## src/hw/servo_stop_pkg.sv

```systemverilog
package servo_stop_pkg;

  // ----------------------------------------
  // register offsets (byte addresses)
  // ----------------------------------------
  localparam logic [5:0] OFS_CONTROL      = 6'h00;
  localparam logic [5:0] OFS_TORQUE_LIMIT = 6'h04;
  localparam logic [5:0] OFS_DECEL_TIME   = 6'h08;
  localparam logic [5:0] OFS_ZERO_SPEED   = 6'h0c;
  localparam logic [5:0] OFS_SHUTOFF_DLY  = 6'h10;
  localparam logic [5:0] OFS_FREEFALL     = 6'h14;
  localparam logic [5:0] OFS_COMMAND      = 6'h18;
  localparam logic [5:0] OFS_STATUS       = 6'h1c;

  // ----------------------------------------
  // field positions
  // ----------------------------------------
  localparam int CTRL_MODE_LSB   = 0;
  localparam int CTRL_TOUGH_BIT  = 2;
  localparam int CMD_ERR_RST_BIT = 0;
  localparam int CMD_CPU_RST_BIT = 1;

  // ----------------------------------------
  // control modes
  // ----------------------------------------
  localparam logic [1:0] MODE_POSITION = 2'h0;
  localparam logic [1:0] MODE_SPEED    = 2'h1;
  localparam logic [1:0] MODE_TORQUE   = 2'h2;

  // ----------------------------------------
  // values after reset, and zero speed hysteresis
  // ----------------------------------------
  localparam logic [2:0]  CONTROL_RST      = 3'h0;
  localparam logic [15:0] TORQUE_LIMIT_RST = 16'h03e8;
  localparam logic [15:0] DECEL_TIME_RST   = 16'h0064;
  localparam logic [15:0] ZERO_SPEED_RST   = 16'h0032;
  localparam logic [15:0] SHUTOFF_DLY_RST  = 16'h0000;
  localparam logic [15:0] FREEFALL_RST     = 16'h0000;
  localparam logic [15:0] ZERO_SPEED_HYST  = 16'h0014;

  // ----------------------------------------
  // timing
  // ----------------------------------------
  localparam int CLK_HZ           = 100_000_000;
  localparam int MS_TIME_MS       = 1;
  localparam int MS_CYCLES        = MS_TIME_MS * (CLK_HZ / 1000);
  localparam int POWERUP_TIME_MS  = 3000;
  localparam int POWERUP_CYCLES   = POWERUP_TIME_MS * (CLK_HZ / 1000);

  // ----------------------------------------
  // stop sequencer states
  // ----------------------------------------
  typedef enum logic [1:0] {
    SEQ_RUN     = 2'b00,
    SEQ_DECEL   = 2'b01,
    SEQ_DELAY   = 2'b10,
    SEQ_SHUTOFF = 2'b11
  } seq_t;

endpackage

```

## src/hw/servo_stop_sequencer.sv

```systemverilog
// Summary of operation
// - torque limit flag, never in torque mode
// - torque limit flag off while servo off
// - warning output on while any warning
// - warning output released about 3 s after power-up
// - battery output on for either battery warning
// - battery output released about 3 s after power-up
// - variable gain output follows variable gain
// - absolute unknown flag, position mode only
// - ride-through flag when tough drive enabled
// - forced stop decelerates, brakes, shows warning
// - decel by time constant, then zero-speed shutoff
// - communication loss starts same stop sequence
// - no forced stop decel in torque mode
// - brake interlock off first, delay, then shutoff
// - freefall compensation only under three conditions
// - dynamic-brake alarms skip deceleration
// - dynamic-brake alarm aborts running deceleration
// - alarm clears by reset command, cause removed
// - zero speed default 50 r/min, adjustable
// - zero speed releases 20 r/min above threshold
`timescale 1ns/1ns
module servo_stop_sequencer #(
  parameter int MS_CYCLES      = servo_stop_pkg::MS_CYCLES,
  parameter int POWERUP_CYCLES = servo_stop_pkg::POWERUP_CYCLES
) (
  input  wire logic               clk,
  input  wire logic               reset,
  input  wire logic [5:0]         address,
  input  wire logic               read,
  input  wire logic               write,
  input  wire logic [31:0]        writedata,
  output logic      [31:0]        readdata,
  output logic                    waitrequest,
  input  wire logic               forced_stop_input,
  input  wire logic               comm_lost,
  input  wire logic               alarm_active,
  input  wire logic               alarm_dyn_brake,
  input  wire logic               servo_on,
  input  wire logic signed [15:0] motor_speed,
  input  wire logic [15:0]        torque_magnitude,
  input  wire logic               other_warning,
  input  wire logic               battery_cable_open_warning,
  input  wire logic               battery_low_warning,
  input  wire logic               variable_gain_in,
  input  wire logic               abs_position_known,
  input  wire logic               power_fail_ride_through,
  output logic                    torque_limit_reached,
  output logic                    general_warning_out,
  output logic                    battery_warning_out,
  output logic                    variable_gain_active,
  output logic                    abs_position_unknown,
  output logic                    ride_through_active,
  output logic                    brake_interlock_out,
  output logic                    decel_active,
  output logic                    base_shutoff,
  output logic                    dynamic_brake_on,
  output logic                    freefall_comp_active,
  output logic                    servo_forced_stop_warning,
  output logic                    zero_speed_detected
);

  // ----------------------------------------
  // state
  // ----------------------------------------
  typedef struct packed {
    logic                 wait_n;
    logic [31:0]          rdata;
    logic [2:0]           control;
    logic [15:0]          torque_limit;
    logic [15:0]          decel_time;
    logic [15:0]          zero_speed_threshold;
    logic [15:0]          base_shutoff_delay;
    logic [15:0]          freefall_comp_amount;
    servo_stop_pkg::seq_t seq;
    logic [15:0]          timer;
    logic [31:0]          ms_cnt;
    logic [31:0]          pwr_cnt;
    logic                 pwr_done;
    logic                 alarm_latched;
    logic                 cause_fs;
    logic                 zero;
    logic                 tlr;
    logic                 gwarn;
    logic                 bwarn;
    logic                 vgain;
    logic                 absu;
    logic                 ride;
    logic                 brake;
    logic                 decel;
    logic                 bso;
    logic                 dbrake;
    logic                 ffc;
    logic                 fswarn;
  } state_t;

  state_t s;
  state_t next_s;

  logic [15:0] speed_mag;
  logic        torque_mode;
  logic        trigger;
  logic        tick;
  logic        clear_cmd;
  logic        acc;
  logic [16:0] release_level;

  assign speed_mag     = motor_speed[15] ? 16'(-motor_speed) : 16'(motor_speed);
  assign torque_mode   = s.control[1:0] == servo_stop_pkg::MODE_TORQUE;
  assign tick          = s.ms_cnt == 32'(MS_CYCLES - 1);
  assign acc           = (read || write) && !s.wait_n;
  assign release_level = {1'b0, s.zero_speed_threshold} + {1'b0, servo_stop_pkg::ZERO_SPEED_HYST};
  assign clear_cmd     = write && s.wait_n && address == servo_stop_pkg::OFS_COMMAND
                         && (writedata[servo_stop_pkg::CMD_ERR_RST_BIT]
                             || writedata[servo_stop_pkg::CMD_CPU_RST_BIT]);
  assign trigger       = !forced_stop_input || comm_lost || alarm_active || s.alarm_latched;

  always_comb begin
    next_s = s;
    // ----------------------------------------
    // bus slave: one wait cycle, then answer
    // ----------------------------------------
    next_s.wait_n = acc;
    if (read && !s.wait_n) begin
      unique case (address)
        servo_stop_pkg::OFS_CONTROL:      next_s.rdata = {29'h0, s.control};
        servo_stop_pkg::OFS_TORQUE_LIMIT: next_s.rdata = {16'h0, s.torque_limit};
        servo_stop_pkg::OFS_DECEL_TIME:   next_s.rdata = {16'h0, s.decel_time};
        servo_stop_pkg::OFS_ZERO_SPEED:   next_s.rdata = {16'h0, s.zero_speed_threshold};
        servo_stop_pkg::OFS_SHUTOFF_DLY:  next_s.rdata = {16'h0, s.base_shutoff_delay};
        servo_stop_pkg::OFS_FREEFALL:     next_s.rdata = {16'h0, s.freefall_comp_amount};
        servo_stop_pkg::OFS_STATUS:       next_s.rdata = {22'h0, s.alarm_latched, s.zero,
                                                          s.fswarn, s.ffc, s.dbrake, s.bso,
                                                          s.decel, s.brake, s.seq};
        default:                          next_s.rdata = 32'h0;
      endcase
    end
    if (write && s.wait_n) begin
      unique case (address)
        servo_stop_pkg::OFS_CONTROL:      next_s.control = writedata[2:0];
        servo_stop_pkg::OFS_TORQUE_LIMIT: next_s.torque_limit = writedata[15:0];
        servo_stop_pkg::OFS_DECEL_TIME:   next_s.decel_time = writedata[15:0];
        servo_stop_pkg::OFS_ZERO_SPEED:   next_s.zero_speed_threshold = writedata[15:0];
        servo_stop_pkg::OFS_SHUTOFF_DLY:  next_s.base_shutoff_delay = writedata[15:0];
        servo_stop_pkg::OFS_FREEFALL:     next_s.freefall_comp_amount = writedata[15:0];
        default:                          next_s.control = s.control;
      endcase
    end
    // ----------------------------------------
    // timebase and power-up hold
    // ----------------------------------------
    next_s.ms_cnt = tick ? 32'h0 : s.ms_cnt + 32'h1;
    if (!s.pwr_done) begin
      next_s.pwr_cnt  = s.pwr_cnt + 32'h1;
      next_s.pwr_done = s.pwr_cnt >= 32'(POWERUP_CYCLES - 1);
    end
    // ----------------------------------------
    // alarm latch, set wins over clear
    // ----------------------------------------
    next_s.alarm_latched = alarm_active || (s.alarm_latched && !clear_cmd);
    // ----------------------------------------
    // zero speed with hysteresis
    // ----------------------------------------
    if ({1'b0, speed_mag} > release_level) begin
      next_s.zero = 1'b0;
    end else if (speed_mag <= s.zero_speed_threshold) begin
      next_s.zero = 1'b1;
    end
    // ----------------------------------------
    // stop sequencer
    // ----------------------------------------
    if (tick && s.timer != 16'h0) begin
      next_s.timer = s.timer - 16'h1;
    end
    unique case (s.seq)
      servo_stop_pkg::SEQ_RUN: begin
        if (trigger) begin
          next_s.cause_fs = !forced_stop_input;
          next_s.ffc = s.zero && s.freefall_comp_amount != 16'h0
                       && s.base_shutoff_delay != 16'h0;
          if (alarm_dyn_brake) begin
            next_s.seq   = servo_stop_pkg::SEQ_DELAY;
            next_s.timer = s.base_shutoff_delay;
            next_s.ffc   = 1'b0;
          end else if (torque_mode) begin
            next_s.seq   = servo_stop_pkg::SEQ_DELAY;
            next_s.timer = s.base_shutoff_delay;
          end else begin
            next_s.seq   = servo_stop_pkg::SEQ_DECEL;
            next_s.timer = s.decel_time;
          end
        end
      end
      servo_stop_pkg::SEQ_DECEL: begin
        if (alarm_dyn_brake) begin
          next_s.seq = servo_stop_pkg::SEQ_SHUTOFF;
          next_s.ffc = 1'b0;
        end else if (s.timer == 16'h0 && s.zero) begin
          next_s.seq   = servo_stop_pkg::SEQ_DELAY;
          next_s.timer = s.base_shutoff_delay;
        end
      end
      servo_stop_pkg::SEQ_DELAY: begin
        if (alarm_dyn_brake || s.timer == 16'h0) begin
          next_s.seq = servo_stop_pkg::SEQ_SHUTOFF;
          next_s.ffc = 1'b0;
        end
      end
      servo_stop_pkg::SEQ_SHUTOFF: begin
        if (!trigger) begin
          next_s.seq      = servo_stop_pkg::SEQ_RUN;
          next_s.cause_fs = 1'b0;
        end
      end
    endcase
    // ----------------------------------------
    // registered outputs
    // ----------------------------------------
    next_s.decel  = next_s.seq == servo_stop_pkg::SEQ_DECEL;
    next_s.brake  = next_s.seq == servo_stop_pkg::SEQ_RUN && servo_on;
    next_s.bso    = next_s.seq == servo_stop_pkg::SEQ_SHUTOFF;
    next_s.dbrake = next_s.seq == servo_stop_pkg::SEQ_SHUTOFF;
    next_s.fswarn = next_s.seq != servo_stop_pkg::SEQ_RUN && next_s.cause_fs;
    next_s.tlr    = servo_on && !torque_mode
                    && torque_magnitude >= s.torque_limit;
    next_s.gwarn  = other_warning || battery_cable_open_warning || battery_low_warning
                    || next_s.fswarn || !s.pwr_done;
    next_s.bwarn  = battery_cable_open_warning || battery_low_warning || !s.pwr_done;
    next_s.vgain  = variable_gain_in;
    next_s.absu   = !abs_position_known
                    && s.control[1:0] == servo_stop_pkg::MODE_POSITION;
    next_s.ride   = s.control[servo_stop_pkg::CTRL_TOUGH_BIT] && power_fail_ride_through;
  end

  always_ff @(posedge clk) begin
    if (reset) begin
      s                      <= '0;
      s.control              <= servo_stop_pkg::CONTROL_RST;
      s.torque_limit         <= servo_stop_pkg::TORQUE_LIMIT_RST;
      s.decel_time           <= servo_stop_pkg::DECEL_TIME_RST;
      s.zero_speed_threshold <= servo_stop_pkg::ZERO_SPEED_RST;
      s.base_shutoff_delay   <= servo_stop_pkg::SHUTOFF_DLY_RST;
      s.freefall_comp_amount <= servo_stop_pkg::FREEFALL_RST;
      s.seq                  <= servo_stop_pkg::SEQ_RUN;
      s.gwarn                <= 1'b1;
      s.bwarn                <= 1'b1;
    end else begin
      s <= next_s;
    end
  end

  assign readdata                  = s.rdata;
  assign waitrequest               = !s.wait_n;
  assign torque_limit_reached      = s.tlr;
  assign general_warning_out       = s.gwarn;
  assign battery_warning_out       = s.bwarn;
  assign variable_gain_active      = s.vgain;
  assign abs_position_unknown      = s.absu;
  assign ride_through_active       = s.ride;
  assign brake_interlock_out       = s.brake;
  assign decel_active              = s.decel;
  assign base_shutoff              = s.bso;
  assign dynamic_brake_on          = s.dbrake;
  assign freefall_comp_active      = s.ffc;
  assign servo_forced_stop_warning = s.fswarn;
  assign zero_speed_detected       = s.zero;
endmodule

```

## config.mk

```make
export PLATFORM = sky130hd
export DESIGN_NAME = servo_stop_sequencer
export DESIGN_NICKNAME = d
export VERILOG_FILES = /design/src/hw/servo_stop_pkg.sv /design/src/hw/servo_stop_sequencer.sv
export SDC_FILE = /design/constraint.sdc
export NUM_CORES = 1
export LEC_CHECK = 0
export ABC_CLOCK_PERIOD_IN_PS = 7060
export BUFFER_PORTS_ARGS = -buffer_cell sky130_fd_sc_hd__buf_2
export CAP_MARGIN = 25
export CORE_AREA = 2 2 168 170
export DETAILED_ROUTE_END_ITERATION = 8
export DIE_AREA = 0 0 170 172
export GPL_ROUTABILITY_DRIVEN = 0
export HOLD_SLACK_MARGIN = 0.03
export PLACE_DENSITY = 0.65
export SYNTH_ARGS = -nofsm -noshare
export SYNTH_HDL_FRONTEND = slang
export SYNTH_SLANG_ARGS = --single-unit
```

## constraint.sdc

```tcl
create_clock -name clk -period 7.06 [get_ports clk]
set_clock_uncertainty 0.15 [all_clocks]
set_input_delay 1.412 -clock clk [delete_from_list [all_inputs] [get_ports clk]]
set_output_delay 1.412 -clock clk [all_outputs]
set_load 0.02 [all_outputs]
```

==> flow_summary.yaml <==
status:
  status: "finished, final reports clean"
clock_tree:
  post_cts_buffers: 0
  post_cts_hold_buffer_count: 0
  cts_tree: "yes"
  cts_htree_levels: 4
  post_cts_resized: 0
  numCtsBuffers: 17
  insertion_delay_ps: 450
  clkTransAtPathRegs_ps: 80
  clockBufferDepth: 2
  cts_root_buf: "clkbuf_16"
  cts.sinks: 197
worst_setup_path:
  worstPathMaxFanout: 3
  path_class: "input port to register"
  path_cells: "buf_2 -> or4_4 -> or3_1 -> or3_1 -> o41ai_1 -> xnor2_1 -> ha_1 -> a21o_1 -> a21oi_1 -> o21a_1 -> a21bo_2 -> a221oi_1"
  end_kind: "register"
  cp.required_ps: 7250
  ff2ff_path_depth: 6
  cpMostUsedCell: "or3_1"
  critical_path_depth: 12
  critPathTopFamily: "simple AND/OR/NAND/NOR gates"
  max_stage_delay_ps: 550
  cp.arrival_ps: 4540
  r2r_slack_ps: 3820
  cp_num_buf_inv: 1
  slowest_stage: "or4_4"
  critPathLaunchType: "input port"
sta:
  fin_crit_ps: 4340
  finalSetupViolCount: 0
  final-max-slew-violation-count: 0
  rsz0062_at_grt: "no"
  slew_headroom_pct: 37.8
  fin_ws_ps: 2720
  finalHoldViolations: 0
  timing.fmax_ghz: 0.230
  timing.final.crit_share_pct: 61.5
  fin_hold_ws_ps: 299
  worst-slew-pin-transition_ps: 924
  fin_setup_tns_ps: 0
synthesis:
  synth_edf_count: 0
  syn_avg_cell_area_um2: 8.09
  synth_top_cells_by_area: "dfxtp_1 36%, nand2_1 7.5%, ha_1 6.6%"
  synth_xor_area_share_pct: 7.69
  seq_area_frac_synth_pct: 36.4
  synth_top_family_by_area: "simple AND/OR/NAND/NOR gates"
  yosys.area.top_type_share_pct: 36.4
  synth_mux_area_share_pct: 3.14
  yosysTopAreaCell: "dfxtp_1"
  synth_compound_area_share_pct: 16.4
  synth_ff_type: "dfxtp_1"
  synth_cell_types: 67
  syn_area_um2: 10800
  yosys_warnings: 0
  synthSimpleGateAreaFrac_pct: 23.1
  synth_cells: 1338
  async_flop_share_pct: 0
  synth_fa_ha_area_share_pct: 6.59
  ys_ff_latch: 197
drt:
  wl_per_cell_um: 16.9
  ant_nets: 0
  dr.pass1.iters: 5
  dr.first_iter.drc_count: 987
  vias: 9617
  wl_mm: 29.4
  viasPerCell: 5.52
  drc: 0
power_and_ir_drop:
  power.density_nw_per_um2: 201
  p_total_mw: 2.41
  leakagePower_nw: 4.50
  max-vdd-ir-drop_uv: 142
finish:
  final_cell_mix: "217 x nand2_1, 197 x dfxtp_1, 119 x a21oi_1"
  layout_commonest_cell: "nand2_1"
  nets: 1524
  area_delta_synth_final_pct: 10.4
  drive_gt1_share_pct: 11.9
  stdcell_count: 1742
  fin_util_pct: 43.5
  fin_area_um2: 12000
placement:
  placed_cells: 1707
  pre_cts_slack_ps: 2280
  post_dp_cell_area_um2: 11400
  dpl.hpwl_mm: 21.6
  portBuffers: 98
flow_run:
  drv_cap: 0
floorplan:
  placementRows: 61
  core_um2: 27500
  start_util_pct: 39.4
  die_height_um: 172
  die_area_um2: 29200
  dieWidth_um: 170
  boundaryPins: 131
grt:
  antenna_found_initial: 2
  grt_overflow: 0
  grt_max_degree: 81
  grt_pass1_vias: 8896
  grt_pass1_wl_mm: 46.6
  grt_use_total_pct: 20.3
hold_path:
  hold_depth: 1
  hold_class: "register to register"
-- cell type report --
type	instances	area, um2
inverters	58	218
clock buffers	17	425
well taps	346	433
fillers	2728	15500
clock inverters	15	138
repair buffers	107	568
diodes	1	2.50
flip-flops and latches	197	3940
multi-input cells	1001	6220
-- logic make-up (layout without fill, tap and decap cells) --
| kind of cell | after synthesis | after routing |
|---|---|---|
| multiplexers | 33 | 33 |
| buffers and inverters | 155 | 197 |
| adder cells (fa/ha/maj) | 57 | 57 |
| AND/OR/NAND/NOR | 519 | 519 |
| flip-flops | 197 | 197 |
| AO/OA/AOI/OAI | 281 | 281 |
| XOR/XNOR | 95 | 95 |
| other | 1 | 17 |
-- sequential cells by signal (all words and copies together) (netlist names) --
name	flops
s	169
readdata	16
abs_position_unknown	1
battery_warning_out	1
brake_interlock_out	1
decel_active	1
dynamic_brake_on	1
freefall_comp_active	1
general_warning_out	1
ride_through_active	1
servo_forced_stop_warning	1
torque_limit_reached	1
variable_gain_active	1
zero_speed_detected	1
-- worst register-to-register path, stage by stage (launching register included) --
cell and delay, ps:
dfxtp_1 350, nor4_2 590, and2_1 430, and4_1 680
a21oi_1 150, o21ai_2 550, o22ai_1 190
-- report_power, final --
part           switching [mW]  internal [mW]  leakage [nW]
Combinational           0.200          0.108          2.63
Clock                   0.481          0.468         0.278
Sequential             0.0234           1.13          1.59
-- synth_stat cells (5+ instances only) --
library cell and instances:
nor4_2 5, o211ai_1 11, a211oi_1 8, or3_1 13, a222oi_1 7, and4_1 5
a22o_1 19, nand2b_1 11, and3_1 8, o21a_1 5, ha_1 57, dfxtp_1 197
nor3_1 23, buf_2 9, nor4_1 27, o21ai_0 37, inv_1 57, clkbuf_1 50
nand4_1 32, a21oi_1 119, nand3_1 34, xor2_1 43, a21o_1 15, xnor2_1 52
nor2_1 102, o31ai_1 5, mux2_2 8, nor2b_1 8, a22oi_1 7, o22ai_1 20
buf_4 34, nand2_1 217, and2_1 7, mux2i_1 25
-- final timing paths --
check | start | to
max | motor_speed[7] | zero_speed_detected
max reg2reg | s[83] | s[83]
min | readdata[9] | readdata[9]
min reg2reg | readdata[9] | readdata[9]
-- per-layer routing --
metal | routed length (um) | vias to the layer above | global-route usage [%]
met3 | 1850 | 45 | 2.66
met2 | 13300 | 296 | 33.8
met1 | 13400 | 4522 | 27.3
li1 | - | 4752 | -
met4 | 762 | 2 | 7.06
met5 | 11 | - | 0
Power figures use the tool's default switching activity.
